`src/logic/rps_pkg.sv`:
```
package rps_pkg;
    // ==========================================================
    // clock and timing
    localparam int unsigned CLOCK_HZ           = 10_000_000;
    localparam int unsigned POR_HOLD_MAX_MS    = 110;
    localparam int unsigned OFF_GAP_MIN_MS     = 10;
    localparam int unsigned HOST_WAIT_MIN_MS   = 150;
    localparam int unsigned CYCLES_PER_MS      = CLOCK_HZ / 1000;
    // longest time: round down
    localparam int unsigned POR_HOLD_CYCLES    = POR_HOLD_MAX_MS * CYCLES_PER_MS;
    // least times: round up
    localparam int unsigned OFF_GAP_CYCLES     = (OFF_GAP_MIN_MS * CLOCK_HZ + 999) / 1000;
    localparam int unsigned HOST_WAIT_CYCLES   = (HOST_WAIT_MIN_MS * CLOCK_HZ + 999) / 1000;
    localparam int unsigned CNT_W              = 24;
    localparam logic [1:0]  SYNC_RESET         = 2'h0;
endpackage : rps_pkg

```
`src/logic/rps_sync_if.sv`:
```
`timescale 1ns/1ns
interface rps_sync_if;
    logic wlanRaw;
    logic radioRaw;
    logic wlanSync;
    logic radioSync;
    modport sync (input wlanRaw, input radioRaw, output wlanSync, output radioSync);
    modport user (output wlanRaw, output radioRaw, input wlanSync, input radioSync);
endinterface : rps_sync_if

```
`src/logic/rps_enable_sync.sv`:
```
`timescale 1ns/1ns
module rps_enable_sync (
    input  wire logic clock,
    input  wire logic rst_b,
    rps_sync_if.sync  link
);
    typedef struct packed {
        logic [1:0] wlanSh;
        logic [1:0] radioSh;
    } rps_sync_state_t;

    rps_sync_state_t state_q;
    rps_sync_state_t state_d;

    always_comb begin
        state_d         = state_q;
        state_d.wlanSh  = {state_q.wlanSh[0], link.wlanRaw};
        state_d.radioSh = {state_q.radioSh[0], link.radioRaw};
    end

    always_ff @(posedge clock) begin
        if (!rst_b) begin
            state_q <= '{wlanSh: rps_pkg::SYNC_RESET, radioSh: rps_pkg::SYNC_RESET};
        end else begin
            state_q <= state_d;
        end
    end

    // only the second stage leaves this module
    assign link.wlanSync  = state_q.wlanSh[1];
    assign link.radioSync = state_q.radioSh[1];
endmodule : rps_enable_sync

```
`src/logic/rps_sequencer.sv`:
```
`timescale 1ns/1ns
// Functional notes
// - regulators on when either enable high
// - wlan section reset follows wlan enable once chip reset released
// - both enables low disables all regulators
// - radio held reset while its enable low
// - power-on reset held at most 110 ms
module rps_sequencer #(
    parameter int unsigned POR_CYCLES  = rps_pkg::POR_HOLD_CYCLES,
    parameter int unsigned GAP_CYCLES  = rps_pkg::OFF_GAP_CYCLES,
    parameter int unsigned WAIT_CYCLES = rps_pkg::HOST_WAIT_CYCLES
) (
    input  wire logic clock,
    input  wire logic rst_b,
    input  wire logic suppliesValid,
    input  wire logic wlanPowerEnable,
    input  wire logic radioPowerEnable,
    output logic      regulatorEnable,
    output logic      wlanReset_b,
    output logic      radioReset_b,
    output logic      chipReset_b,
    output logic      hostAccessReady,
    output logic      offGapViolation
);
    // ==========================================================
    // types and state
    typedef enum logic [1:0] {
        ST_NO_SUPPLY = 2'h0,
        ST_POR_HOLD  = 2'h1,
        ST_RUN       = 2'h2
    } rps_phase_t;

    typedef struct packed {
        rps_phase_t                 phase;
        logic [rps_pkg::CNT_W-1:0]  porCnt;
        logic [rps_pkg::CNT_W-1:0]  waitCnt;
        logic [rps_pkg::CNT_W-1:0]  gapCnt;
        logic                       gapActive;
        logic                       anyPrev;
        logic                       regEn;
        logic                       wlanRstB;
        logic                       radioRstB;
        logic                       chipRstB;
        logic                       hostReady;
        logic                       gapViol;
    } rps_state_t;

    rps_state_t state_q;
    rps_state_t state_d;

    // everything off, no supply seen yet
    localparam rps_state_t STATE_RESET = '{
        phase:     ST_NO_SUPPLY,
        porCnt:    '0,
        waitCnt:   '0,
        gapCnt:    '0,
        gapActive: 1'h0,
        anyPrev:   1'h0,
        regEn:     1'h0,
        wlanRstB:  1'h0,
        radioRstB: 1'h0,
        chipRstB:  1'h0,
        hostReady: 1'h0,
        gapViol:   1'h0
    };

    // ==========================================================
    // counter and decode helpers
    function automatic logic cnt_at(input logic [rps_pkg::CNT_W-1:0] c,
                                    input int unsigned               lim);
        logic [rps_pkg::CNT_W-1:0] limW;
        limW   = lim[rps_pkg::CNT_W-1:0];
        cnt_at = (c >= limW);
    endfunction : cnt_at

    // saturating count: holds once the limit is reached
    function automatic logic [rps_pkg::CNT_W-1:0] cnt_inc(input logic [rps_pkg::CNT_W-1:0] c,
                                                          input int unsigned               lim);
        if (cnt_at(c, lim)) begin
            cnt_inc = c;
        end else begin
            cnt_inc = c + 1'b1;
        end
    endfunction : cnt_inc

    // supply loss wins over the end of the hold
    function automatic rps_phase_t phase_step(input rps_phase_t cur,
                                              input logic       supplies,
                                              input logic       porDone);
        phase_step = cur;
        if (!supplies) begin
            phase_step = ST_NO_SUPPLY;
        end else if (porDone) begin
            phase_step = ST_RUN;
        end
    endfunction : phase_step

    // a section leaves reset only with the chip out of reset
    function automatic logic section_release(input logic chipOut,
                                             input logic enable);
        section_release = chipOut & enable;
    endfunction : section_release

    // ==========================================================
    // input synchroniser
    rps_sync_if syncLink ();
    assign syncLink.wlanRaw  = wlanPowerEnable;
    assign syncLink.radioRaw = radioPowerEnable;

    rps_enable_sync u_sync (
        .clock (clock),
        .rst_b (rst_b),
        .link  (syncLink)
    );

    logic wlanEn;
    logic radioEn;
    logic anyEn;
    assign wlanEn  = syncLink.wlanSync;
    assign radioEn = syncLink.radioSync;
    assign anyEn   = wlanEn | radioEn;

    // ==========================================================
    // next state
    always_comb begin
        state_d         = state_q;
        state_d.anyPrev = anyEn;
        state_d.gapViol = 1'h0;

        // ==========================================================
        // power-on phase
        case (state_q.phase)
            ST_NO_SUPPLY: begin
                state_d.porCnt  = '0;
                state_d.waitCnt = '0;
                if (suppliesValid) begin
                    state_d.phase = ST_POR_HOLD;
                end else begin
                    state_d.phase = ST_NO_SUPPLY;
                end
            end
            ST_POR_HOLD: begin
                state_d.porCnt  = cnt_inc(state_q.porCnt, POR_CYCLES);
                state_d.waitCnt = cnt_inc(state_q.waitCnt, WAIT_CYCLES);
                state_d.phase   = phase_step(state_q.phase,
                                             suppliesValid,
                                             cnt_at(state_d.porCnt, POR_CYCLES));
            end
            ST_RUN: begin
                state_d.waitCnt = cnt_inc(state_q.waitCnt, WAIT_CYCLES);
                state_d.phase   = phase_step(state_q.phase, suppliesValid, 1'h1);
            end
            default: begin
                state_d.phase = ST_NO_SUPPLY;
            end
        endcase

        // ==========================================================
        // off-gap watch: longer gaps are always fine
        if (state_q.anyPrev && !anyEn) begin
            // both enables just went low
            state_d.gapActive = 1'h1;
            state_d.gapCnt    = '0;
        end else if (state_q.gapActive && anyEn) begin
            // an enable came back: flag a short gap
            state_d.gapActive = 1'h0;
            state_d.gapViol   = !cnt_at(state_q.gapCnt, GAP_CYCLES);
        end else if (state_q.gapActive) begin
            state_d.gapCnt = cnt_inc(state_q.gapCnt, GAP_CYCLES);
        end

        // ==========================================================
        // output levels
        state_d.chipRstB  = (state_d.phase == ST_RUN);
        state_d.regEn     = anyEn;
        state_d.wlanRstB  = section_release(state_d.chipRstB, wlanEn);
        state_d.radioRstB = section_release(state_d.chipRstB, radioEn);
        state_d.hostReady = state_d.chipRstB & cnt_at(state_d.waitCnt, WAIT_CYCLES);
    end

    always_ff @(posedge clock) begin
        if (!rst_b) begin
            state_q <= STATE_RESET;
        end else begin
            state_q <= state_d;
        end
    end

    // ==========================================================
    // outputs
    assign regulatorEnable = state_q.regEn;
    assign wlanReset_b     = state_q.wlanRstB;
    assign radioReset_b    = state_q.radioRstB;
    assign chipReset_b     = state_q.chipRstB;
    assign hostAccessReady = state_q.hostReady;
    assign offGapViolation = state_q.gapViol;
endmodule : rps_sequencer

```
`config.mk`:
```
export PLATFORM = sky130hd
export DESIGN_NAME = rps_sequencer
export DESIGN_NICKNAME = d
export VERILOG_FILES = /design/src/logic/rps_pkg.sv /design/src/logic/rps_sync_if.sv /design/src/logic/rps_enable_sync.sv /design/src/logic/rps_sequencer.sv
export SDC_FILE = /design/constraint.sdc
export NUM_CORES = 1
export LEC_CHECK = 0
export BUFFER_PORTS_ARGS = -buffer_cell sky130_fd_sc_hd__buf_2
export CAP_MARGIN = 20
export CORE_MARGIN = 10
export CORE_UTILIZATION = 45
export CTS_CLUSTER_DIAMETER = 40
export DETAILED_ROUTE_END_ITERATION = 10
export GPL_TIMING_DRIVEN = 0
export PLACE_DENSITY = 0.66
export SYNTH_ARGS = -nofsm -noshare
export SYNTH_HDL_FRONTEND = slang
export SYNTH_HIERARCHICAL = 1
export SYNTH_SLANG_ARGS = --single-unit
```
`constraint.sdc`:
```
create_clock -name clock -period 2.6 [get_ports clock]
set_clock_uncertainty 0.2 [all_clocks]
set_input_delay 0.13 -clock clock [delete_from_list [all_inputs] [get_ports clock]]
set_output_delay 0.13 -clock clock [all_outputs]
set_load 0.03 [all_outputs]
```
==> results.json, run 1 <==
{
  "final_area_um2": 5502,
  "yosysWarnings": 6,
  "grt_pass1_wl_mm": 18.82,
  "cts_buffer_depth": 2,
  "holdPathStages": 2,
  "total_power_mw": 2.296,
  "layout-drive-gt1-share_pct": 22.88,
  "internal_power_mw": 1.711,
  "powerDensity_nw_per_um2": 417.4,
  "async_reset_ff_share_pct": 0,
  "synth_cells": 555,
  "cp_slowest_cell": "dfxtp_4",
  "drc": 0,
  "period_needed_ns": 2.880,
  "ant_nets": 0,
  "root_buffer": "clkbuf_8",
  "cts_buffers": 9,
  "power.leakage_nw": 1.921,
  "grt_max_degree": 16,
  "grt.total_usage_pct": 15.46,
  "largest_reg_flops": 75,
  "portBuffers": 10,
  "die_h_um": 120.1,
  "seqPwrFrac_pct": 57.0,
  "grt-ovfl-total": 0,
  "cp-start-kind": "flip-flop",
  "cp_slowest_stage_delay_ns": 0.38,
  "p_clk_share_pct": 38.5,
  "cts.reportedPaths.clkPinSlew_ns": 0.08,
  "rsz0062_at_grt": "true",
  "timing.rr.end": "state_q[80]",
  "core.rowCount": 36,
  "critPathTopFamily": "compound AO/OA/AOI/OAI gates",
  "finalSetupViolCount": 6,
  "drv_cap": 0,
  "violations": "negative setup slack",
  "worst_pin_slew_ns": 0.6633,
  "rrSetupSlack_ns": -0.28,
  "clk_latency_ns": 0.37,
  "drv_slew": 0,
  "synth_seq_cells": 85,
  "fin_setup_tns_ns": -1.272,
  "syn_to_final_growth_pct": 21.94,
  "fp.dieW_um": 120.1,
  "dpl_cell_area_um2": 4728,
  "status": "finished, violations left",
  "fin_crit_sh_pct": 110.8,
  "synth-edff-count": 0,
  "hold_path_class": "flip-flop to flip-flop",
  "grt_pass1_vias": 4008,
  "nNetsFinal": 622,
  "initial_utilization_pct": 46.16,
  "dieArea_um2": 14430,
  "r2r_cells": 11,
  "sw_frac_of_total_pct": 25.50,
  "synth_area_um2": 4512,
  "h-tree-depth": 3,
  "irDropWorstVdd_mv": 0.3329,
  "crit_arrival_ns": 2.98,
  "hold_end": "state_q[55]",
  "crit_type": "flip-flop to flip-flop",
  "place_congestion": 0.9292,
  "core_area_um2": 9774,
  "cp_max_fo": 7,
  "drtIter0Drc": 304,
  "synth_ff_type": "dfxtp_1",
  "ys_types": 67,
  "worst_slack_ns": -0.2804,
  "crit_required_ns": 2.70,
  "syn_avg_cell_area_um2": 8.129,
  "antenna_found_initial": 0,
  "routedWlPerCell_um": 15.24,
  "synth_nets": 570,
  "finalWirelength_mm": 11.35,
  "vias_per_cell": 5.663,
  "critical_path.startpoint": "state_q[74]",
  "r2r-start": "state_q[74]",
  "crit_buf_inv": 2,
  "hold_violations": 0,
  "vias": 4219,
  "cts_tree": "built",
  "p_sw_mw": 0.5854,
  "path_cells": "nor4_4 -> o21ai_2 -> a21o_4 -> clkbuf_4 -> nor3_2 -> a22oi_1 -> a211o_2 -> buf_4 -> a221oi_4 -> a31oi_1 -> nor2_1",
  "clock-sinks": 85,
  "ys_seq_area_share_pct": 37.71,
  "registers.top_by_ff_count": "state_q",
  "drt_first_pass_iters": 6,
  "relSlewSlack_pct": 55.78,
  "holdCritStartpoint": "state_q[55]",
  "fmax_ghz": 0.3472,
  "hpwl_mm": 7.271,
  "pwr-share-comb_pct": 4.5,
  "io_pins": 11,
  "n_antenna_cell": 0,
  "critPathCaptureType": "flip-flop"
}
-- cells by family (layout without fill, tap and decap cells) --
family	count (synthesis)	in the layout	synth area share, %
DFF	85	85	37.71
AOI/OAI and AO/OA	106	106	15.89
buffers and inverters	51	108	5.047
xor gates and xnor gates	33	33	6.406
muxes	3	3	0.7210
and+or+nand+nor	267	267	31.45
adders and majority gates	10	10	2.773
-- synthesized netlist by cell type, types with 4 or more instances --
cell type,count,share of area (%)
and3_1,12,1.7
nor2_1,71,5.9
inv_1,18,1.5
buf_2,8,0.89
o21ai_0,15,1.7
and4_1,11,2.1
nand3_1,24,2.7
nand2_1,56,4.7
a21o_1,5,0.83
xor2_1,19,3.7
o21a_1,4,0.67
a21oi_1,37,4.1
a311oi_1,9,1.7
nand4_1,13,1.8
and2_1,19,2.6
clkbuf_1,20,1.7
xnor2_1,14,2.7
ha_1,10,2.8
dfxtp_1,85,38
nor4_1,9,1.2
or3_1,9,1.2
a31oi_1,4,0.55
nor3_1,14,1.6
-- layer usage --
layer	up-vias	share of wire [%]	global-route usage [%]	wire, um
met3	21	4.9	3.657	559
met4	0	1.6	5.279	187
met1	2012	45	19.15	5081
met2	104	49	25.76	5525
li1	2082	-	-	-
met5	-	0	0	0
-- stage by stage --
| stage | utilization (%) | hold WS (ns) | instances | setup WS (ns) |
|---|---|---|---|---|
| 3_5_place_dp | 48.37 | 0.1364 | 698 | -0.4661 |
| 2_1_floorplan | - | 0.05171 | 555 | 0.0009746 |
| 3_3_place_gp | 48.37 | 0.1347 | 698 | -0.4368 |
| 5_1_grt | 56.29 | 0.2554 | 745 | -0.3192 |
| 4_1_cts | 54.07 | 0.2311 | 735 | -0.2411 |
| 6_report | 56.29 | 0.2305 | 745 | -0.2804 |
-- timing repair --
action                                 in CTS  in global routing
setup buffers                              20                 14
pin swaps                                  20                 25
hold buffers                                6                  0
endpoints found under the hold margin       6                  0
resized for setup                          51                 32
gates cloned                                1                  0
setup endpoints to repair                  14                 17
-- worst max-delay path by stage --
stage | cells past startpoint | slack (ns) | endpoint
floorplan | 10 | 0.001 | state_q[80]
global placement | 10 | -0.44 | hostAccessReady
detailed placement | 10 | -0.47 | hostAccessReady
CTS | 10 | -0.24 | hostAccessReady
global route | 9 | -0.32 | hostAccessReady
finish | 11 | -0.28 | state_q[80]
-- layout make-up --
| cell class | instances | area, um^2 |
|---|---|---|
| Sequential cell | 85 | 1735 |
| Timing Repair Buffer | 51 | 376.6 |
| Clock buffer | 10 | 137.6 |
| Fill cell | 889 | 4273 |
| Multi-Input combinational cell | 419 | 2824 |
| Inverter | 18 | 67.56 |
| Clock inverter | 6 | 47.55 |
| Tap cell | 133 | 166.4 |
| Buffer | 23 | 146.4 |
-- worst min-delay path, stage by stage (launching register included) --
cell and delay, ns:
dfxtp_1 0.31, inv_1 0.04, nor2_1 0.04
-- power by group through the flow --
stage / clock network, mW / logic, mW / registers [mW]
2_1_floorplan: 0 / 0.0600 / 1.35
3_3_place_gp: 0 / 0.0906 / 1.35
3_5_place_dp: 0 / 0.0923 / 1.35
4_1_cts: 0.910 / 0.101 / 1.31
5_1_grt: 0.962 / 0.115 / 1.31
6_report: 0.883 / 0.103 / 1.31
-- cells in the final DEF, fill, tap and decap left out, types with 5 or more instances in the layout --
cell | netlist | routed
nor3_2 | 2 | 5
buf_4 | 1 | 34
xnor2_1 | 14 | 14
nand3_1 | 24 | 24
nor2_1 | 71 | 68
inv_1 | 18 | 18
dfxtp_4 | 0 | 6
clkbuf_8 | 0 | 10
dfxtp_2 | 0 | 9
dfxtp_1 | 85 | 70
buf_6 | 3 | 8
xor2_1 | 19 | 18
and3_1 | 12 | 10
a311oi_1 | 9 | 9
buf_2 | 8 | 13
a21oi_1 | 37 | 33
or3_1 | 9 | 7
or4_4 | 3 | 5
nor3_1 | 14 | 10
and2_1 | 19 | 19
nand2_1 | 56 | 55
nand4_1 | 13 | 13
o21ai_0 | 15 | 15
ha_1 | 10 | 10
clkbuf_1 | 20 | 11
dlygate4sd3_1 | 0 | 6
and4_1 | 11 | 9
nor4_1 | 9 | 6
(Power assumes the default switching activity.)
==> run 2, diff against run 1 <==
--- a/config.mk
+++ b/config.mk
@@ -12,2 +12,3 @@
 export CTS_CLUSTER_DIAMETER = 40
+export CTS_CLUSTER_SIZE = 8
 export DETAILED_ROUTE_END_ITERATION = 10
==> constraint.sdc (replaced) <==
create_clock -name clock -period 2.6 [get_ports clock]
set_clock_uncertainty 0.2 [all_clocks]
set_input_delay 0.26 -clock clock [delete_from_list [all_inputs] [get_ports clock]]
set_output_delay 0.26 -clock clock [all_outputs]
set_load 0.03 [all_outputs]
==> results.json, run 2 (same netlist as run 1, synthesis figures left out) <==
{
  "nFillCells": 892,
  "nNetsFinal": 621,
  "status": "finished, violations left",
  "portBuffers": 10,
  "powerDensity_nw_per_um2": 417.7,
  "cp-start-kind": "flip-flop",
  "layout.cells.most_common_list": "dfxtp_1 (70), nor2_1 (68), nand2_1 (55)",
  "holdPathStages": 3,
  "initial_utilization_pct": 46.16,
  "cts_buffers": 9,
  "grt.total_usage_pct": 15.43,
  "n_antenna_cell": 0,
  "regArea_um2": 1735,
  "dp.cells": 698,
  "worst_pin_slew_ns": 0.6951,
  "clock-sinks": 85,
  "crit_required_ns": 2.70,
  "pwr-share-comb_pct": 4.5,
  "antenna_found_initial": 0,
  "holdCritStartpoint": "suppliesValid",
  "violations": "negative setup slack",
  "sw_frac_of_total_pct": 25.46,
  "crit_type": "flip-flop to flip-flop",
  "multi_input_area_um2": 2824,
  "crit_buf_inv": 2,
  "grt-ovfl-total": 0,
  "core_area_um2": 9774,
  "grt_pass1_vias": 4004,
  "largest_reg_flops": 75,
  "place_congestion": 0.9292,
  "finalWirelength_mm": 11.31,
  "final_common_cell": "dfxtp_1",
  "die_h_um": 120.1,
  "finalSetupViolCount": 6,
  "vias_per_cell": 5.657,
  "cp_slowest_cell": "dfxtp_4",
  "p_sw_mw": 0.5839,
  "grt_pass1_wl_mm": 18.80,
  "syn_to_final_growth_pct": 21.71,
  "hold_path_class": "input port to flip-flop",
  "hold_violations": 0,
  "r2r_cells": 11,
  "critical_path.startpoint": "state_q[74]",
  "layout-drive-gt1-share_pct": 22.91,
  "critPathCaptureType": "flip-flop",
  "core.rowCount": 36,
  "cts_tree": "built",
  "grt_max_degree": 16,
  "internal_power_mw": 1.710,
  "drv_cap": 0,
  "registers.top_by_ff_count": "state_q",
  "io_pins": 11,
  "cp_slowest_stage_delay_ns": 0.38,
  "crit_arrival_ns": 2.98,
  "ant_nets": 0,
  "relSlewSlack_pct": 53.66,
  "final_area_um2": 5492,
  "vias": 4209,
  "fp.dieW_um": 120.1,
  "rsz0062_at_grt": "true",
  "seqPwrFrac_pct": 57.1,
  "drv_slew": 0,
  "critical_path_depth": 11,
  "cts_buffer_depth": 2,
  "cp_max_fo": 7,
  "h-tree-depth": 3,
  "drc": 0,
  "routedWlPerCell_um": 15.20,
  "drtIter0Drc": 321,
  "root_buffer": "clkbuf_8",
  "power.leakage_nw": 1.917,
  "fmax_ghz": 0.3473,
  "dieArea_um2": 14430,
  "instances_no_fill": 744,
  "clk_latency_ns": 0.37,
  "period_needed_ns": 2.880,
  "dpl_cell_area_um2": 4728,
  "path_cells": "nor4_4 -> o21ai_2 -> a21o_4 -> clkbuf_4 -> nor3_2 -> a22oi_1 -> a211o_2 -> buf_4 -> a221oi_4 -> a31oi_1 -> nor2_1",
  "worst_slack_ns": -0.2796,
  "drt_first_pass_iters": 7,
  "whs_ns": 0.1033,
  "fin_crit_sh_pct": 110.8,
  "cts.reportedPaths.clkPinSlew_ns": 0.08,
  "critPathTopFamily": "compound AO/OA/AOI/OAI gates",
  "hpwl_mm": 7.271,
  "p_clk_share_pct": 38.4,
  "r2r-start": "state_q[74]",
  "irDropWorstVdd_mv": 0.3333
}
[run 2: changes by cell type in the layout (fill, tap and decap cells not counted), sizes merged]
cell / previous run / this run
dlygate4sd3: 6 / 5
[run 2: worst reg2reg max path: stages, from the launching register on]
cell and delay, ns:
dfxtp_4 0.38, nor4_4 0.35, o21ai_2 0.13, a21o_4 0.27
clkbuf_4 0.20, nor3_2 0.19, a22oi_1 0.12, a211o_2 0.36
buf_4 0.15, a221oi_4 0.26, a31oi_1 0.11, nor2_1 0.11
[run 2: metrics by stage]
stage	power (mW)	setup TNS [ns]	setup WS [ns]	util, %
after detailed placement	1.438	-2.751	-0.4661	48.37
after global placement	1.436	-2.265	-0.4368	48.37
after global routing	2.387	-1.902	-0.3192	56.18
after CTS	2.323	-0.9329	-0.2411	53.97
after floorplan	1.406	0	0.0009746	-
final	2.294	-1.280	-0.2796	56.18
[run 2: final timing paths]
check	end	slack, ns
min	state_q[80]	0.10
max reg2reg	state_q[80]	-0.28
max	state_q[80]	-0.28
min reg2reg	state_q[55]	0.23
[run 2: routing by layer]
metal | track usage [%] | routed length, um | vias up
li1 | - | - | 2081
met1 | 19.12 | 5201 | 2023
met2 | 25.65 | 5484 | 85
met3 | 3.657 | 444 | 20
met4 | 5.279 | 176 | 0
met5 | 0 | 0 | -
[run 2: cell type report]
| class | instances | area share [%] |
|---|---|---|
| Buffer | 23 | 2.666 |
| Clock buffer | 10 | 2.506 |
| Clock inverter | 6 | 0.8658 |
| Inverter | 18 | 1.230 |
| Multi-Input combinational cell | 419 | 51.42 |
| Sequential cell | 85 | 31.60 |
| Tap cell | 133 | 3.030 |
| Timing Repair Buffer | 50 | 6.676 |
[run 2: power groups by stage]
stage / registers [mW] / clock network (mW) / logic, mW
3_5_place_dp: 1.35 / 0 / 0.0923
4_1_cts: 1.31 / 0.910 / 0.0997
2_1_floorplan: 1.35 / 0 / 0.0600
3_3_place_gp: 1.35 / 0 / 0.0906
6_report: 1.31 / 0.881 / 0.103
5_1_grt: 1.31 / 0.962 / 0.113
[run 2: what timing repair did]
item                       CTS  global route
gates cloned                 1             0
gates resized for setup     51            32
hold buffers                 5             0
setup endpoints to repair   14            17
hold endpoints to repair     4             0
pin swaps                   20            25
buffers inserted            20            14
